===== src/rtl/irq_bank_params.svh =====
`ifndef IRQ_BANK_PARAMS_SVH
`define IRQ_BANK_PARAMS_SVH

// Register byte offsets
`define OFS_FLAG3       8'h00
`define OFS_FLAG4       8'h04
`define OFS_EN0         8'h08
`define OFS_EN1         8'h0C
`define OFS_EN2         8'h10
`define OFS_EN3         8'h14
`define OFS_STATUS      8'h18

// Bus and word geometry
`define AXI_ADDR_W      8
`define REG_W           16
`define PRIO_W          3
`define NUM_WORDS       5

// Flag word three and four bit positions
`define POS_PWM_FAULT_A_FLAG     15
`define POS_RTCLOCK_FLAG         14
`define POS_PWM_PERIOD_FLAG      9
`define POS_CHARGE_TIME_FLAG     13
`define POS_UART_ERROR_FLAG      1
`define POS_PWM_FAULT_B_FLAG     0

// Enable word zero bit positions
`define POS_ADC_DONE_EN          13
`define POS_UART_TX_EN           12
`define POS_UART_RX_EN           11
`define POS_SPI_EVENT_EN         10
`define POS_SPI_ERROR_EN         9
`define POS_TIMER_THREE_EN       8
`define POS_TIMER_TWO_EN         7
`define POS_COMPARE_TWO_EN       6
`define POS_CAPTURE_TWO_EN       5
`define POS_TIMER_ONE_EN         3
`define POS_COMPARE_ONE_EN       2
`define POS_CAPTURE_ONE_EN       1
`define POS_EXT_IRQ_ZERO_EN      0

// Enable word one bit positions
`define POS_EXT_IRQ_TWO_EN       13
`define POS_TIMER_FIVE_EN        12
`define POS_TIMER_FOUR_EN        11
`define POS_EXT_IRQ_ONE_EN       4
`define POS_CHANGE_NOTIFY_EN     3
`define POS_COMPARATOR_EN        2
`define POS_SERIAL_BUS_MASTER_EN 1
`define POS_SERIAL_BUS_SLAVE_EN  0

// Enable word two and three bit positions
`define POS_CAPTURE_THREE_EN     5
`define POS_PWM_FAULT_A_EN       15
`define POS_RTCLOCK_EN           14
`define POS_PWM_PERIOD_EN        9

// Reset values
`define RST_WORD        16'h0000

// Status register fields
`define STAT_LEVEL_LSB  0
`define STAT_PEND_BIT   8

`endif


===== src/rtl/irq_bank_pkg.sv =====
package irq_bank_pkg;

  typedef enum logic [1:0] {
    RESP_OKAY   = 2'h0,
    RESP_SLVERR = 2'h2
  } axi_resp_t;

  typedef struct packed {
    logic [15:0] flag3;
    logic [15:0] flag4;
    logic [15:0] en0;
    logic [15:0] en1;
    logic [15:0] en2;
    logic [15:0] en3;
    logic [79:0] req;
    logic [2:0]  level;
    logic        pending;
  } bank_state_t;

  typedef struct packed {
    logic        aw_full;
    logic [7:0]  aw_addr;
    logic        w_full;
    logic [31:0] w_data;
    logic [3:0]  w_strb;
    logic        b_valid;
    axi_resp_t   b_resp;
    logic        r_valid;
    logic [31:0] r_data;
    axi_resp_t   r_resp;
  } axil_state_t;

endpackage : irq_bank_pkg


===== src/rtl/axil_reg_port.sv =====
`timescale 1ns/1ns
module axil_reg_port (
  input  wire logic        clock,
  input  wire logic        rst_n,
  input  wire logic        s_axil_awvalid,
  output logic             s_axil_awready,
  input  wire logic [7:0]  s_axil_awaddr,
  input  wire logic        s_axil_wvalid,
  output logic             s_axil_wready,
  input  wire logic [31:0] s_axil_wdata,
  input  wire logic [3:0]  s_axil_wstrb,
  output logic             s_axil_bvalid,
  input  wire logic        s_axil_bready,
  output logic      [1:0]  s_axil_bresp,
  input  wire logic        s_axil_arvalid,
  output logic             s_axil_arready,
  input  wire logic [7:0]  s_axil_araddr,
  output logic             s_axil_rvalid,
  input  wire logic        s_axil_rready,
  output logic      [31:0] s_axil_rdata,
  output logic      [1:0]  s_axil_rresp,
  output logic             wr_en,
  output logic      [7:0]  wr_addr,
  output logic      [31:0] wr_data,
  output logic      [3:0]  wr_strb,
  input  wire logic        wr_ok,
  output logic             rd_en,
  output logic      [7:0]  rd_addr,
  input  wire logic [31:0] rd_data,
  input  wire logic        rd_ok
);

  irq_bank_pkg::axil_state_t state_reg;
  irq_bank_pkg::axil_state_t state_next;

  // Address and data may arrive in either order; one write at a time
  assign s_axil_awready = !state_reg.aw_full && !state_reg.b_valid;
  assign s_axil_wready  = !state_reg.w_full && !state_reg.b_valid;
  assign s_axil_arready = !state_reg.r_valid;
  assign wr_en   = state_reg.aw_full && state_reg.w_full && !state_reg.b_valid;
  assign wr_addr = state_reg.aw_addr;
  assign wr_data = state_reg.w_data;
  assign wr_strb = state_reg.w_strb;
  assign rd_en   = s_axil_arvalid && s_axil_arready;
  assign rd_addr = s_axil_araddr;
  assign s_axil_bvalid = state_reg.b_valid;
  assign s_axil_bresp  = state_reg.b_resp;
  assign s_axil_rvalid = state_reg.r_valid;
  assign s_axil_rdata  = state_reg.r_data;
  assign s_axil_rresp  = state_reg.r_resp;

  always_comb begin
    state_next = state_reg;
    if (s_axil_awvalid && s_axil_awready) begin
      state_next.aw_full = 1'b1;
      state_next.aw_addr = s_axil_awaddr;
    end
    if (s_axil_wvalid && s_axil_wready) begin
      state_next.w_full = 1'b1;
      state_next.w_data = s_axil_wdata;
      state_next.w_strb = s_axil_wstrb;
    end
    if (wr_en) begin
      state_next.aw_full = 1'b0;
      state_next.w_full  = 1'b0;
      state_next.b_valid = 1'b1;
      state_next.b_resp  = wr_ok ? irq_bank_pkg::RESP_OKAY : irq_bank_pkg::RESP_SLVERR;
    end
    if (state_reg.b_valid && s_axil_bready) begin
      state_next.b_valid = 1'b0;
    end
    if (state_reg.r_valid && s_axil_rready) begin
      state_next.r_valid = 1'b0;
    end
    if (rd_en) begin
      state_next.r_valid = 1'b1;
      state_next.r_data  = rd_ok ? rd_data : 32'h00000000;
      state_next.r_resp  = rd_ok ? irq_bank_pkg::RESP_OKAY : irq_bank_pkg::RESP_SLVERR;
    end
  end

  always_ff @(posedge clock or negedge rst_n) begin
    if (!rst_n) begin
      state_reg <= '0;
    end else begin
      state_reg <= state_next;
    end
  end

endmodule : axil_reg_port


===== src/rtl/interrupt_flag_enable_bank.sv =====
`timescale 1ns/1ns
`include "irq_bank_params.svh"
// Overview of operation
// - A flag bit goes to one when its source raises a request or when software writes a one to it.
// - An enable bit of one lets the matching request through and zero blocks it.
// - Unimplemented bit positions read as zero and ignore writes.
// - Every implemented flag and enable bit clears to zero at power-on reset.
// - Software can read and write every implemented flag and enable bit directly.
// - Flag word three holds PWM fault A at bit 15, clock at bit 14, PWM period at bit 9.
// - Flag word four holds charge-time at bit 13, UART error at bit 1, PWM fault B at bit 0.
// - Enable word zero holds thirteen enables in bits 13 to 0 with bit 4 unused.
// - Enable word one holds ext 2, timers 5 and 4, ext 1, change, comparator, bus master and slave.
// - Enable word two implements only the capture three enable at bit 5.
// - Enable word three holds PWM fault A at 15, clock at 14, PWM period at 9.
// - PWM bits exist only with the motor option and timer 4 and 5 bits only with the timer option.
// - A priority code of zero disables a source whatever its enable, and seven is highest.
module interrupt_flag_enable_bank #(
  parameter int HAS_PWM     = 1,
  parameter int HAS_TIMER45 = 1
) (
  input  wire logic         clock,
  input  wire logic         rst_n,
  input  wire logic         s_axil_awvalid,
  output logic              s_axil_awready,
  input  wire logic [7:0]   s_axil_awaddr,
  input  wire logic         s_axil_wvalid,
  output logic              s_axil_wready,
  input  wire logic [31:0]  s_axil_wdata,
  input  wire logic [3:0]   s_axil_wstrb,
  output logic              s_axil_bvalid,
  input  wire logic         s_axil_bready,
  output logic      [1:0]   s_axil_bresp,
  input  wire logic         s_axil_arvalid,
  output logic              s_axil_arready,
  input  wire logic [7:0]   s_axil_araddr,
  output logic              s_axil_rvalid,
  input  wire logic         s_axil_rready,
  output logic      [31:0]  s_axil_rdata,
  output logic      [1:0]   s_axil_rresp,
  input  wire logic [15:0]  event_flag_3,
  input  wire logic [15:0]  event_flag_4,
  input  wire logic [15:0]  ext_flag_0,
  input  wire logic [15:0]  ext_flag_1,
  input  wire logic [15:0]  ext_flag_2,
  input  wire logic [15:0]  ext_enable_4,
  input  wire logic [239:0] src_prio,
  output logic      [79:0]  irq_req,
  output logic      [2:0]   irq_level,
  output logic              irq_pending
);

  generate
    if (HAS_PWM < 0 || HAS_PWM > 1) begin : g_bad_pwm
      $error("HAS_PWM must be 0 or 1");
    end
    if (HAS_TIMER45 < 0 || HAS_TIMER45 > 1) begin : g_bad_tmr
      $error("HAS_TIMER45 must be 0 or 1");
    end
  endgenerate

  // Implemented bit masks for this variant, built from named positions
  localparam logic [15:0] ONE_BIT = 16'h0001;
  localparam logic [15:0] F3_PWM =
    (ONE_BIT << `POS_PWM_FAULT_A_FLAG) |
    (ONE_BIT << `POS_PWM_PERIOD_FLAG);
  localparam logic [15:0] MASK_F3 =
    (ONE_BIT << `POS_RTCLOCK_FLAG) | ((HAS_PWM == 1) ? F3_PWM : 16'h0000);
  localparam logic [15:0] F4_BASE =
    (ONE_BIT << `POS_CHARGE_TIME_FLAG) |
    (ONE_BIT << `POS_UART_ERROR_FLAG);
  localparam logic [15:0] MASK_F4 =
    F4_BASE | ((HAS_PWM == 1) ? (ONE_BIT << `POS_PWM_FAULT_B_FLAG) : 16'h0000);
  localparam logic [15:0] MASK_E0 =
    (ONE_BIT << `POS_ADC_DONE_EN)     |
    (ONE_BIT << `POS_UART_TX_EN)      |
    (ONE_BIT << `POS_UART_RX_EN)      |
    (ONE_BIT << `POS_SPI_EVENT_EN)    |
    (ONE_BIT << `POS_SPI_ERROR_EN)    |
    (ONE_BIT << `POS_TIMER_THREE_EN)  |
    (ONE_BIT << `POS_TIMER_TWO_EN)    |
    (ONE_BIT << `POS_COMPARE_TWO_EN)  |
    (ONE_BIT << `POS_CAPTURE_TWO_EN)  |
    (ONE_BIT << `POS_TIMER_ONE_EN)    |
    (ONE_BIT << `POS_COMPARE_ONE_EN)  |
    (ONE_BIT << `POS_CAPTURE_ONE_EN)  |
    (ONE_BIT << `POS_EXT_IRQ_ZERO_EN);
  localparam logic [15:0] E1_TMR =
    (ONE_BIT << `POS_TIMER_FIVE_EN) |
    (ONE_BIT << `POS_TIMER_FOUR_EN);
  localparam logic [15:0] E1_BASE =
    (ONE_BIT << `POS_EXT_IRQ_TWO_EN)       |
    (ONE_BIT << `POS_EXT_IRQ_ONE_EN)       |
    (ONE_BIT << `POS_CHANGE_NOTIFY_EN)     |
    (ONE_BIT << `POS_COMPARATOR_EN)        |
    (ONE_BIT << `POS_SERIAL_BUS_MASTER_EN) |
    (ONE_BIT << `POS_SERIAL_BUS_SLAVE_EN);
  localparam logic [15:0] MASK_E1 =
    E1_BASE | ((HAS_TIMER45 == 1) ? E1_TMR : 16'h0000);
  localparam logic [15:0] MASK_E2 = ONE_BIT << `POS_CAPTURE_THREE_EN;
  localparam logic [15:0] E3_PWM =
    (ONE_BIT << `POS_PWM_FAULT_A_EN) |
    (ONE_BIT << `POS_PWM_PERIOD_EN);
  localparam logic [15:0] MASK_E3 =
    (ONE_BIT << `POS_RTCLOCK_EN) | ((HAS_PWM == 1) ? E3_PWM : 16'h0000);

  irq_bank_pkg::bank_state_t state_reg;
  irq_bank_pkg::bank_state_t state_next;

  logic        wr_en;
  logic [7:0]  wr_addr;
  logic [31:0] wr_data;
  logic [3:0]  wr_strb;
  logic        wr_ok;
  logic        rd_en;
  logic [7:0]  rd_addr;
  logic [31:0] rd_data;
  logic        rd_ok;
  logic [15:0] lane_mask;
  logic [15:0] wr_word;

  logic [79:0] word_flag;
  logic [79:0] word_en;
  logic [79:0] gate_req;
  logic [14:0] gate_level;
  logic [2:0]  max_level;

  axil_reg_port u_port (
    .clock          (clock),
    .rst_n          (rst_n),
    .s_axil_awvalid (s_axil_awvalid),
    .s_axil_awready (s_axil_awready),
    .s_axil_awaddr  (s_axil_awaddr),
    .s_axil_wvalid  (s_axil_wvalid),
    .s_axil_wready  (s_axil_wready),
    .s_axil_wdata   (s_axil_wdata),
    .s_axil_wstrb   (s_axil_wstrb),
    .s_axil_bvalid  (s_axil_bvalid),
    .s_axil_bready  (s_axil_bready),
    .s_axil_bresp   (s_axil_bresp),
    .s_axil_arvalid (s_axil_arvalid),
    .s_axil_arready (s_axil_arready),
    .s_axil_araddr  (s_axil_araddr),
    .s_axil_rvalid  (s_axil_rvalid),
    .s_axil_rready  (s_axil_rready),
    .s_axil_rdata   (s_axil_rdata),
    .s_axil_rresp   (s_axil_rresp),
    .wr_en          (wr_en),
    .wr_addr        (wr_addr),
    .wr_data        (wr_data),
    .wr_strb        (wr_strb),
    .wr_ok          (wr_ok),
    .rd_en          (rd_en),
    .rd_addr        (rd_addr),
    .rd_data        (rd_data),
    .rd_ok          (rd_ok)
  );

  // Address decode shared by both directions
  function automatic logic addr_hit(input logic [7:0] a);
    case (a)
      `OFS_FLAG3,
      `OFS_FLAG4,
      `OFS_EN0,
      `OFS_EN1,
      `OFS_EN2,
      `OFS_EN3,
      `OFS_STATUS: addr_hit = 1'b1;
      default:     addr_hit = 1'b0;
    endcase
  endfunction : addr_hit

  assign wr_ok = addr_hit(wr_addr);
  assign rd_ok = addr_hit(rd_addr);

  // Only byte lanes 0 and 1 carry register bits
  assign lane_mask = {{8{wr_strb[1]}}, {8{wr_strb[0]}}};

  // Register read, unimplemented bits already held at zero
  always_comb begin
    rd_data = 32'h00000000;
    case (rd_addr)
      `OFS_FLAG3:  rd_data[15:0] = state_reg.flag3;
      `OFS_FLAG4:  rd_data[15:0] = state_reg.flag4;
      `OFS_EN0:    rd_data[15:0] = state_reg.en0;
      `OFS_EN1:    rd_data[15:0] = state_reg.en1;
      `OFS_EN2:    rd_data[15:0] = state_reg.en2;
      `OFS_EN3:    rd_data[15:0] = state_reg.en3;
      `OFS_STATUS: begin
        rd_data[`STAT_LEVEL_LSB +: 3] = state_reg.level;
        rd_data[`STAT_PEND_BIT]       = state_reg.pending;
      end
      default:     rd_data = 32'h00000000;
    endcase
  end

  // Merge write data into the current word by byte lane
  function automatic logic [15:0] merge(
    input logic [15:0] old_w,
    input logic [15:0] new_w,
    input logic [15:0] lanes,
    input logic [15:0] impl
  );
    merge = ((old_w & ~lanes) | (new_w & lanes)) & impl;
  endfunction : merge

  assign wr_word = wr_data[15:0];

  // Request gating per word
  assign word_flag = {
    state_reg.flag4,
    state_reg.flag3,
    ext_flag_2,
    ext_flag_1,
    ext_flag_0
  };
  assign word_en = {
    ext_enable_4,
    state_reg.en3,
    state_reg.en2,
    state_reg.en1,
    state_reg.en0
  };

  generate
    for (genvar k = 0; k < `NUM_WORDS; k++) begin : g_word
      irq_word_gate #(
        .W (`REG_W)
      ) u_gate (
        .flag   (word_flag[k*16 +: 16]),
        .enable (word_en[k*16 +: 16]),
        .prio   (src_prio[k*48 +: 48]),
        .req    (gate_req[k*16 +: 16]),
        .level  (gate_level[k*3 +: 3])
      );
    end
  endgenerate

  // Highest level over all words
  always_comb begin
    max_level = 3'h0;
    for (int m = 0; m < `NUM_WORDS; m++) begin
      if (gate_level[m*3 +: 3] > max_level) begin
        max_level = gate_level[m*3 +: 3];
      end
    end
  end

  always_comb begin
    state_next = state_reg;
    if (wr_en) begin
      case (wr_addr)
        `OFS_FLAG3: begin
          state_next.flag3 = merge(state_reg.flag3, wr_word, lane_mask, MASK_F3);
        end
        `OFS_FLAG4: begin
          state_next.flag4 = merge(state_reg.flag4, wr_word, lane_mask, MASK_F4);
        end
        `OFS_EN0: begin
          state_next.en0 = merge(state_reg.en0, wr_word, lane_mask, MASK_E0);
        end
        `OFS_EN1: begin
          state_next.en1 = merge(state_reg.en1, wr_word, lane_mask, MASK_E1);
        end
        `OFS_EN2: begin
          state_next.en2 = merge(state_reg.en2, wr_word, lane_mask, MASK_E2);
        end
        `OFS_EN3: begin
          state_next.en3 = merge(state_reg.en3, wr_word, lane_mask, MASK_E3);
        end
        default: begin
          state_next.en0 = state_reg.en0;
        end
      endcase
    end
    // Source events set flags after any write, so a set beats a clear
    state_next.flag3 = state_next.flag3 | (event_flag_3 & MASK_F3);
    state_next.flag4 = state_next.flag4 | (event_flag_4 & MASK_F4);
    state_next.req     = gate_req;
    state_next.level   = max_level;
    state_next.pending = |gate_req;
  end

  always_ff @(posedge clock or negedge rst_n) begin
    if (!rst_n) begin
      state_reg.flag3   <= `RST_WORD;
      state_reg.flag4   <= `RST_WORD;
      state_reg.en0     <= `RST_WORD;
      state_reg.en1     <= `RST_WORD;
      state_reg.en2     <= `RST_WORD;
      state_reg.en3     <= `RST_WORD;
      state_reg.req     <= '0;
      state_reg.level   <= 3'h0;
      state_reg.pending <= 1'b0;
    end else begin
      state_reg <= state_next;
    end
  end

  assign irq_req     = state_reg.req;
  assign irq_level   = state_reg.level;
  assign irq_pending = state_reg.pending;

endmodule : interrupt_flag_enable_bank


===== src/rtl/irq_word_gate.sv =====
`timescale 1ns/1ns
module irq_word_gate #(
  parameter int W = 16
) (
  input  wire logic [W-1:0]   flag,
  input  wire logic [W-1:0]   enable,
  input  wire logic [W*3-1:0] prio,
  output logic      [W-1:0]   req,
  output logic      [2:0]     level
);

  generate
    if (W < 1) begin : g_bad_w
      $error("W must be at least 1");
    end
  endgenerate

  generate
    for (genvar i = 0; i < W; i++) begin : g_bit
      assign req[i] = flag[i] & enable[i] & (|prio[i*3 +: 3]);
    end
  endgenerate

  // Highest priority code among live requests
  always_comb begin
    level = 3'h0;
    for (int j = 0; j < W; j++) begin
      if (req[j] && (prio[j*3 +: 3] > level)) begin
        level = prio[j*3 +: 3];
      end
    end
  end

endmodule : irq_word_gate

===== config.mk =====
export PLATFORM = sky130hd
export DESIGN_NAME = interrupt_flag_enable_bank
export DESIGN_NICKNAME = d
export VERILOG_FILES = /design/src/rtl/irq_bank_pkg.sv /design/src/rtl/axil_reg_port.sv /design/src/rtl/interrupt_flag_enable_bank.sv /design/src/rtl/irq_word_gate.sv
export VERILOG_INCLUDE_DIRS = /design/src /design/src/rtl
export SDC_FILE = /design/constraint.sdc
export NUM_CORES = 1
export LEC_CHECK = 0
export BUFFER_PORTS_ARGS = -buffer_cell sky130_fd_sc_hd__buf_2
export CAP_MARGIN = 20
export CORE_AREA = 2 2 202 204
export DETAILED_ROUTE_END_ITERATION = 8
export DIE_AREA = 0 0 204 206
export GPL_TIMING_DRIVEN = 1
export PLACE_DENSITY = 0.51
export SLEW_MARGIN = 5
export SYNTH_ARGS = -nofsm -noshare
export SYNTH_HDL_FRONTEND = slang
export SYNTH_SLANG_ARGS = --single-unit

===== constraint.sdc =====
create_clock -name clock -period 31.7 [get_ports clock]
set_input_delay 6.34 -clock clock [delete_from_list [all_inputs] [get_ports clock]]
set_output_delay 6.34 -clock clock [all_outputs]
set_load 0.03 [all_outputs]

After elaboration in Yosys (flattened, before gate mapping)

Cells that the tools add are included.

Flip-flop bits (word level): 186
Bits of input ports: 395
Output and inout bits: 125
Logic and storage cells: 353

Order comparisons: 46
Eq/ne operators: 12
Muxes and demuxes: 70
Bitwise operators: 98
Reduce and logical (&&, ||, !) cells: 108

Operators with widths:

| kind               | number |
|---|---|
| $mux 3             | 47 |
| $reduce_or 3->1    | 41 |
| $gt 3x3->1         | 40 |
| $mux 96            | 1 |
| $and 1x1->1        | 82 |
| $mux 16            | 4 |
| $logic_and 1x1->1  | 50 |
| $and 16x16->16     | 3 |
| $eq 8x5->1 const B | 6 |
| $or 16x16->16      | 3 |
| $and 14x14->14     | 3 |
| $or 14x14->14      | 3 |
| $reduce_or 41->1   | 1 |
| $mux 37            | 1 |
| $mux 35            | 1 |
| $pmux 7 s5         | 1 |
| $eq 8x4->1 const B | 4 |
| $mux 14            | 2 |
| $pmux 5 s5         | 1 |
| $gt 3x1->1 const B | 6 |
| $eq 8x3->1 const B | 2 |
| $logic_not 8->1    | 2 |
| $not 16->16        | 1 |
| $or 16x14->16      | 1 |
| other kinds (12)   | 28 |

Depth between registers and ports, before layout

Word-level depth: 51
Gate-level depth with buffers: 122
Gate-level depth less buffers: 122

Cells and area by module

Synthesis repeated with hierarchy kept, for this count alone.

Cells, all modules: 2348
Area total of the unflattened synthesis: 20076.8 um2

By module, submodules not included:

| module                                | times used | cells each | area an instance (um2) | sequential area each (um2) |
|---|---|---|---|---|
| interrupt_flag_enable_bank            | 1          | 415        | 5054.8                 | 2877.8 |
| irq_word_gate at g_word[0].u_gate ... | 2          | 308        | 2103.3                 | 0.0 |
| axil_reg_port                         | 1          | 343        | 4131.5                 | 2052.0 |
| irq_word_gate at g_word[1].u_gate     | 1          | 320        | 2323.5                 | 0.0 |
| irq_word_gate at g_word[3].u_gate     | 1          | 334        | 2214.6                 | 0.0 |
| irq_word_gate at g_word[4].u_gate     | 1          | 320        | 2145.8                 | 0.0 |

Worst setup path before layout

Ideal clock, no wire load.

Path kind: input-to-reg
Start: in ext_flag_0[0]
End: reg state_reg, in the netlist irq_level[0]
Setup time: 138 ps
Data arrival time: 25224 ps
Required time: 31562 ps
Setup slack: 6339 ps
Stages: 117
Path buffers: 0
Path through: and3_1 -> inv_1 -> ha_1 -> nor2b_1 -> o21a_1 -> o21ai_2 -> o21ai_0 -> ha_1 -> or3b_4 -> a21o_1 -> maj3_2 -> mux2_4 -> nor2_1 -> a22oi_1 -> inv_1 -> ha_1 -> nor2_1 -> nor2_1 -> [81 not listed] -> a31oi_1 -> and3b_1 -> a21oi_1 -> o21ai_2 -> inv_1 -> ha_1 -> nor2b_1 -> o21ai_0 -> nand2b_1 -> nand2_1 -> mux2_2 -> ha_1 -> nor2b_1 -> o21a_1 -> o21ai_1 -> nand3_1 -> o22ai_1 -> a31oi_1

Word-level cells in the longest chain between the ends: 50

Ends and longest elaborated chain:

| what                          | line                              | text |
|---|---|---|
| start: declaration            | interrupt_flag_enable_bank.sv:42  | `input wire logic [15:0] ext_flag_0,` |
| $and 1x1->1 (*) (2 in series) | irq_word_gate.sv:20               | `assign req[i] = flag[i] & enable[i] & (\|prio[i*3 +: 3]);` |
| $logic_and 1x1->1 (*)         | irq_word_gate.sv:28               | `if (req[j] && (prio[j*3 +: 3] > level)) begin` |
| $mux 3 (*)                    | irq_word_gate.sv:28               |  |
| $gt 3x3->1                    | irq_word_gate.sv:28               |  |
| $logic_and 1x1->1             | irq_word_gate.sv:28               |  |
| $mux 3 (*)                    | irq_word_gate.sv:28               |  |
| $gt 3x3->1                    | irq_word_gate.sv:28               |  |
| $logic_and 1x1->1             | irq_word_gate.sv:28               |  |
| [34 not listed]               | -                                 |  |
| $mux 3 (*)                    | interrupt_flag_enable_bank.sv:242 | `if (gate_level[m*3 +: 3] > max_level) begin` |
| $gt 3x3->1                    | interrupt_flag_enable_bank.sv:242 |  |
| $mux 3 (*)                    | interrupt_flag_enable_bank.sv:242 |  |
| $gt 3x3->1                    | interrupt_flag_enable_bank.sv:242 |  |
| $mux 3 (*)                    | interrupt_flag_enable_bank.sv:242 |  |
| $gt 3x3->1                    | interrupt_flag_enable_bank.sv:242 |  |
| $mux 3 (*)                    | interrupt_flag_enable_bank.sv:242 |  |
| named net max_level[0]        | interrupt_flag_enable_bank.sv:125 | `logic [2:0] max_level;` |
| end signal: assignment        | interrupt_flag_enable_bank.sv:295 | `state_reg <= state_next;` |
| end: declaration              | interrupt_flag_enable_bank.sv:106 | `irq_bank_pkg::bank_state_t state_reg;` |

The timed path passes the listed nets; every way through them passes the cells marked *.
A chain may end at the register's enable or synchronous reset.

Worst setup path in the final report

Start: in src_prio[1]
End: reg state_reg, in the netlist irq_level[0]

Word-level cells in the longest chain between the ends: 50
Elaborated cells between the ends (all ways): 51

Ends and longest elaborated chain:

| what                                                               | line                              | text |
|---|---|---|
| start: declaration                                                 | interrupt_flag_enable_bank.sv:46  | `input wire logic [239:0] src_prio,` |
| parallel branches: the longest is 3 deep, another holds $gt 3x1->1 | -                                 |  |
| $mux 3 (*)                                                         | irq_word_gate.sv:28               |  |
| $gt 3x3->1                                                         | irq_word_gate.sv:28               |  |
| $logic_and 1x1->1                                                  | irq_word_gate.sv:28               |  |
| $mux 3 (*)                                                         | irq_word_gate.sv:28               |  |
| $gt 3x3->1                                                         | irq_word_gate.sv:28               |  |
| $logic_and 1x1->1                                                  | irq_word_gate.sv:28               |  |
| $mux 3 (*)                                                         | irq_word_gate.sv:28               |  |
| [33 not listed]                                                    | -                                 |  |
| $mux 3 (*)                                                         | interrupt_flag_enable_bank.sv:242 |  |
| $gt 3x3->1                                                         | interrupt_flag_enable_bank.sv:242 |  |
| $mux 3 (*)                                                         | interrupt_flag_enable_bank.sv:242 |  |
| $gt 3x3->1                                                         | interrupt_flag_enable_bank.sv:242 |  |
| $mux 3 (*)                                                         | interrupt_flag_enable_bank.sv:242 |  |
| $gt 3x3->1                                                         | interrupt_flag_enable_bank.sv:242 |  |
| $mux 3 (*)                                                         | interrupt_flag_enable_bank.sv:242 |  |
| named net max_level[0]                                             | interrupt_flag_enable_bank.sv:125 |  |

Mark *: on every way through the listed nets, which the timed path passes.

==> flow_summary.yaml <==
layout:
  instances_no_fill: 1706
  syn2layout_area_growth_pct: 18.71
  nets: 1610
  fin_area_um2: 10430
  drive_gt1_share_pct: 28.34
routing:
  via_per_inst: 4.599
  vias: 7846
  drc: 0
  antenna_left: 0
  wirelength_um: 31190
  drt_iter0_markers: 418
  drt-wirelength-per-cell_um: 18.28
  dr.pass1.iters: 4
die:
  die_h_um: 206
  die_w_um: 204
  core_area_um2: 40180
  ios: 520
  placementRows: 74
  start_util_pct: 21.87
  dieArea_um2: 42020
timing:
  tightestPinTransition_ns: 0.9679
  fmax_ghz: 0.03596
  finalSetupViolations: 0
  clock_skew_ns: 0.009803
  drv_slew: 0
  hold_viol_final: 0
  min_period_over_period_pct: 87.73
  tns_ns: 0
  max-slew-margin-rel_pct: 34.57
  rsz0062_at_grt: "false"
  fin_crit_ns: 27.81
worst_setup_path:
  crit_buf_inv: 8
  critPathMaxStageDelay_ns: 0.49
  critical_path.top_delay_family: "compound AO/OA/AOI/OAI gates"
  worstRegToRegCells: 116
  cp-end-kind: "flop"
  cp_data_required_time_ns: 31.95
  crit_path_start_kind: "input pin"
  cpMaxStageDelayCell: "a311oi_1"
  critPathKind: "input pin to flop"
  path_depth: 117
  critPathMaxFanout: 7
  cpMostUsedCell: "ha_1"
  critPathArrivalTime_ns: 28.07
synthesis:
  synth_ff_type: "dfrtp_1"
  synthMuxAreaShare_pct: 11.19
  synth_fa_ha_area_share_pct: 8.884
  synth_top_family_by_area: "compound AO/OA/AOI/OAI gates"
  netlist_top_cells_area: "dfrtp_1 (32%), mux2_2 (8.6%), ha_1 (8.4%)"
  ys_seq_elements: 111
  synthCells: 965
  netlist.top_cell.by_area: "dfrtp_1"
  syn-cell-area_um2: 8788
  synth_cell_types: 91
  synth_edf_count: 0
  yosysWarnings: 0
  synth_compound_area_share_pct: 19.76
  synth_top_area_share_pct: 31.61
  postSynthAreaPerCell_um2: 9.107
  async_flop_share_pct: 100.0
  yosys.area_share.simple_pct: 16.76
  synth_seq_area_share_pct: 31.61
  yosys.area_share.xor_xnor_pct: 0
clock_network:
  cts_made_buffers: 9
  htree_levels: 3
  clock-sinks: 111
  clock_latency_ns: 0.38
  root_buffer: "clkbuf_16"
  cts_resized: 0
  path_clk_slew_ns: 0.09
  cts_tree: "done"
  cts_setup_buffers: 0
  clockBufferDepth: 2
  postCtsHoldBufs: 0
global_route:
  grt_max_degree: 59
  grt_pass1_wl_um: 45340
  track_usage_pct: 14.56
  grt_pass1_vias: 7366
  antenna_found_initial: 20
  grt_overflow_total: 0
power_and_ir_drop:
  p_total_w: 0.0006182
  ir_worst_vdd_mv: 0.03982
  leakage_nw: 5.154
  power_density_nw_per_um2: 59.25
placement:
  placed_cell_area_um2: 10080
  numPortBuffers: 210
  routabilityCongestion: 0.8529
  dpl.cell_count: 1677
  hpwl_um: 26330
job:
  drv_cap: 0
worst_hold_path:
  hold-path-cell-count: 2
  hold_path_class: "flop to flop"
run_status:
  status: "completed"
[routing by layer]
layer | vias to the layer above | part of all wire [%] | wire [µm] | global-route usage (%)
li1 | 3787 | - | - | -
met5 | - | 0.31 | 98 | 0
met4 | 16 | 2.3 | 709 | 3.520
met1 | 3732 | 45 | 14010 | 18.84
met3 | 41 | 9.7 | 3016 | 6.544
met2 | 270 | 43 | 13360 | 22.06
[area by class of cell]
| type | instances | area [µm²] |
|---|---|---|
| Clock buffer | 9 | 225.2 |
| Multi-Input combinational cell | 736 | 5239 |
| Timing Repair Buffer | 214 | 1084 |
| Sequential cell | 111 | 2778 |
| Antenna cell | 13 | 32.53 |
| Inverter | 84 | 315.3 |
| Tap cell | 532 | 665.6 |
| Fill cell | 4405 | 29750 |
| Clock inverter | 7 | 93.84 |
[cells by family after synthesis]
kind of cell / count (synthesis)
AO/OA/AOI/OAI: 223
adder cells (fa/ha/maj): 63
buffers and inverters: 187
flip-flops: 111
multiplexers: 89
other: 1
AND/OR/NAND/NOR: 291
[tightest hold or removal path: stages (launching register included)]
cell and delay (ns):
dfrtp_1 0.34, nand2_1 0.05, nand2_1 0.04
[where the power goes]
part | leakage [nW] | internal (W) | switching (W)
Sequential | 1.43 | 0.000170 | 0.0000266
Combinational | 3.57 | 0.000120 | 0.000175
Clock | 0.154 | 0.0000577 | 0.0000684
Total | 5.15 | 0.000348 | 0.000270
[metrics by stage]
stage / hold WS (ns) / setup WS, ns / utilization, %
2_1_floorplan: 0.4400 / 6.339 / -
3_3_place_gp: 0.4463 / 4.042 / 25.09
3_5_place_dp: 0.4521 / 3.698 / 25.09
4_1_cts: 0.4738 / 4.067 / 25.88
5_1_grt: 0.5046 / 1.993 / 25.90
6_report: 0.4638 / 3.889 / 25.96
[synth_stat cells (all sizes together) (3+ instances only)]
cell type / count
a22oi: 4
nand2: 71
nand3: 44
or2: 5
nor2: 64
nand2b: 7
o31ai: 8
and4: 3
nor4: 14
and2: 7
nor3: 15
o311ai: 13
mux2: 68
a21oi: 40
clkbuf: 13
o41ai: 4
ha: 59
a32o: 3
nand4: 7
nor2b: 18
a21o: 11
o21ai: 42
a211oi: 3
a211o: 5
a311oi: 7
o31a: 3
a221oi: 3
maj3: 4
and3b: 4
o311a: 13
buf: 90
o221ai: 3
mux2i: 21
or3: 3
a31oi: 15
o21a: 11
inv: 84
o22ai: 8
dfrtp: 111
and3: 23
[layout by cell type, fill, tap and decap left out, types with 5 or more instances in the layout]
master | Yosys | layout
diode_2 | 0 | 13
a31oi_1 | 14 | 14
nor2b_1 | 18 | 17
a21o_1 | 11 | 11
clkbuf_16 | 0 | 9
ha_1 | 59 | 59
mux2i_1 | 20 | 20
and2_1 | 6 | 6
o22ai_1 | 7 | 7
conb_1 | 1 | 70
dfrtp_1 | 111 | 111
nor3_1 | 13 | 13
o21a_1 | 11 | 11
nand2b_1 | 7 | 7
a211o_1 | 5 | 5
o21ai_0 | 38 | 38
a311oi_1 | 7 | 7
nand3_1 | 44 | 44
o311ai_0 | 11 | 11
buf_4 | 88 | 5
o31ai_1 | 6 | 6
nor4_1 | 14 | 14
buf_2 | 1 | 209
nand4_1 | 7 | 7
mux2_2 | 67 | 67
nor2_1 | 63 | 63
and3_1 | 23 | 23
inv_1 | 84 | 84
nand2_1 | 71 | 71
o311a_1 | 13 | 13
a21oi_1 | 39 | 39
[path summary, 6_finish.rpt]
path / start / end / slack [ns]
worst max-delay path: src_prio[1] / irq_level[0]$_DFF_PN0_ / 3.89
worst min-delay path: u_port.s_axil_rdata[7]$_DFFE_PN0P_ / u_port.s_axil_rdata[7]$_DFFE_PN0P_ / 0.46
worst max register to register: flop / irq_level[0]$_DFF_PN0_ / 9.45
worst min register to register: u_port.s_axil_rdata[7]$_DFFE_PN0P_ / u_port.s_axil_rdata[7]$_DFFE_PN0P_ / 0.46
max in group asynchronous: rst_n / irq_req[16]$_DFF_PN0_ / 24.38
min in group asynchronous: rst_n / u_port.wr_addr[6]$_DFFE_PN0P_ / 6.00
No activity file was read; power rests on OpenSTA's default activity.
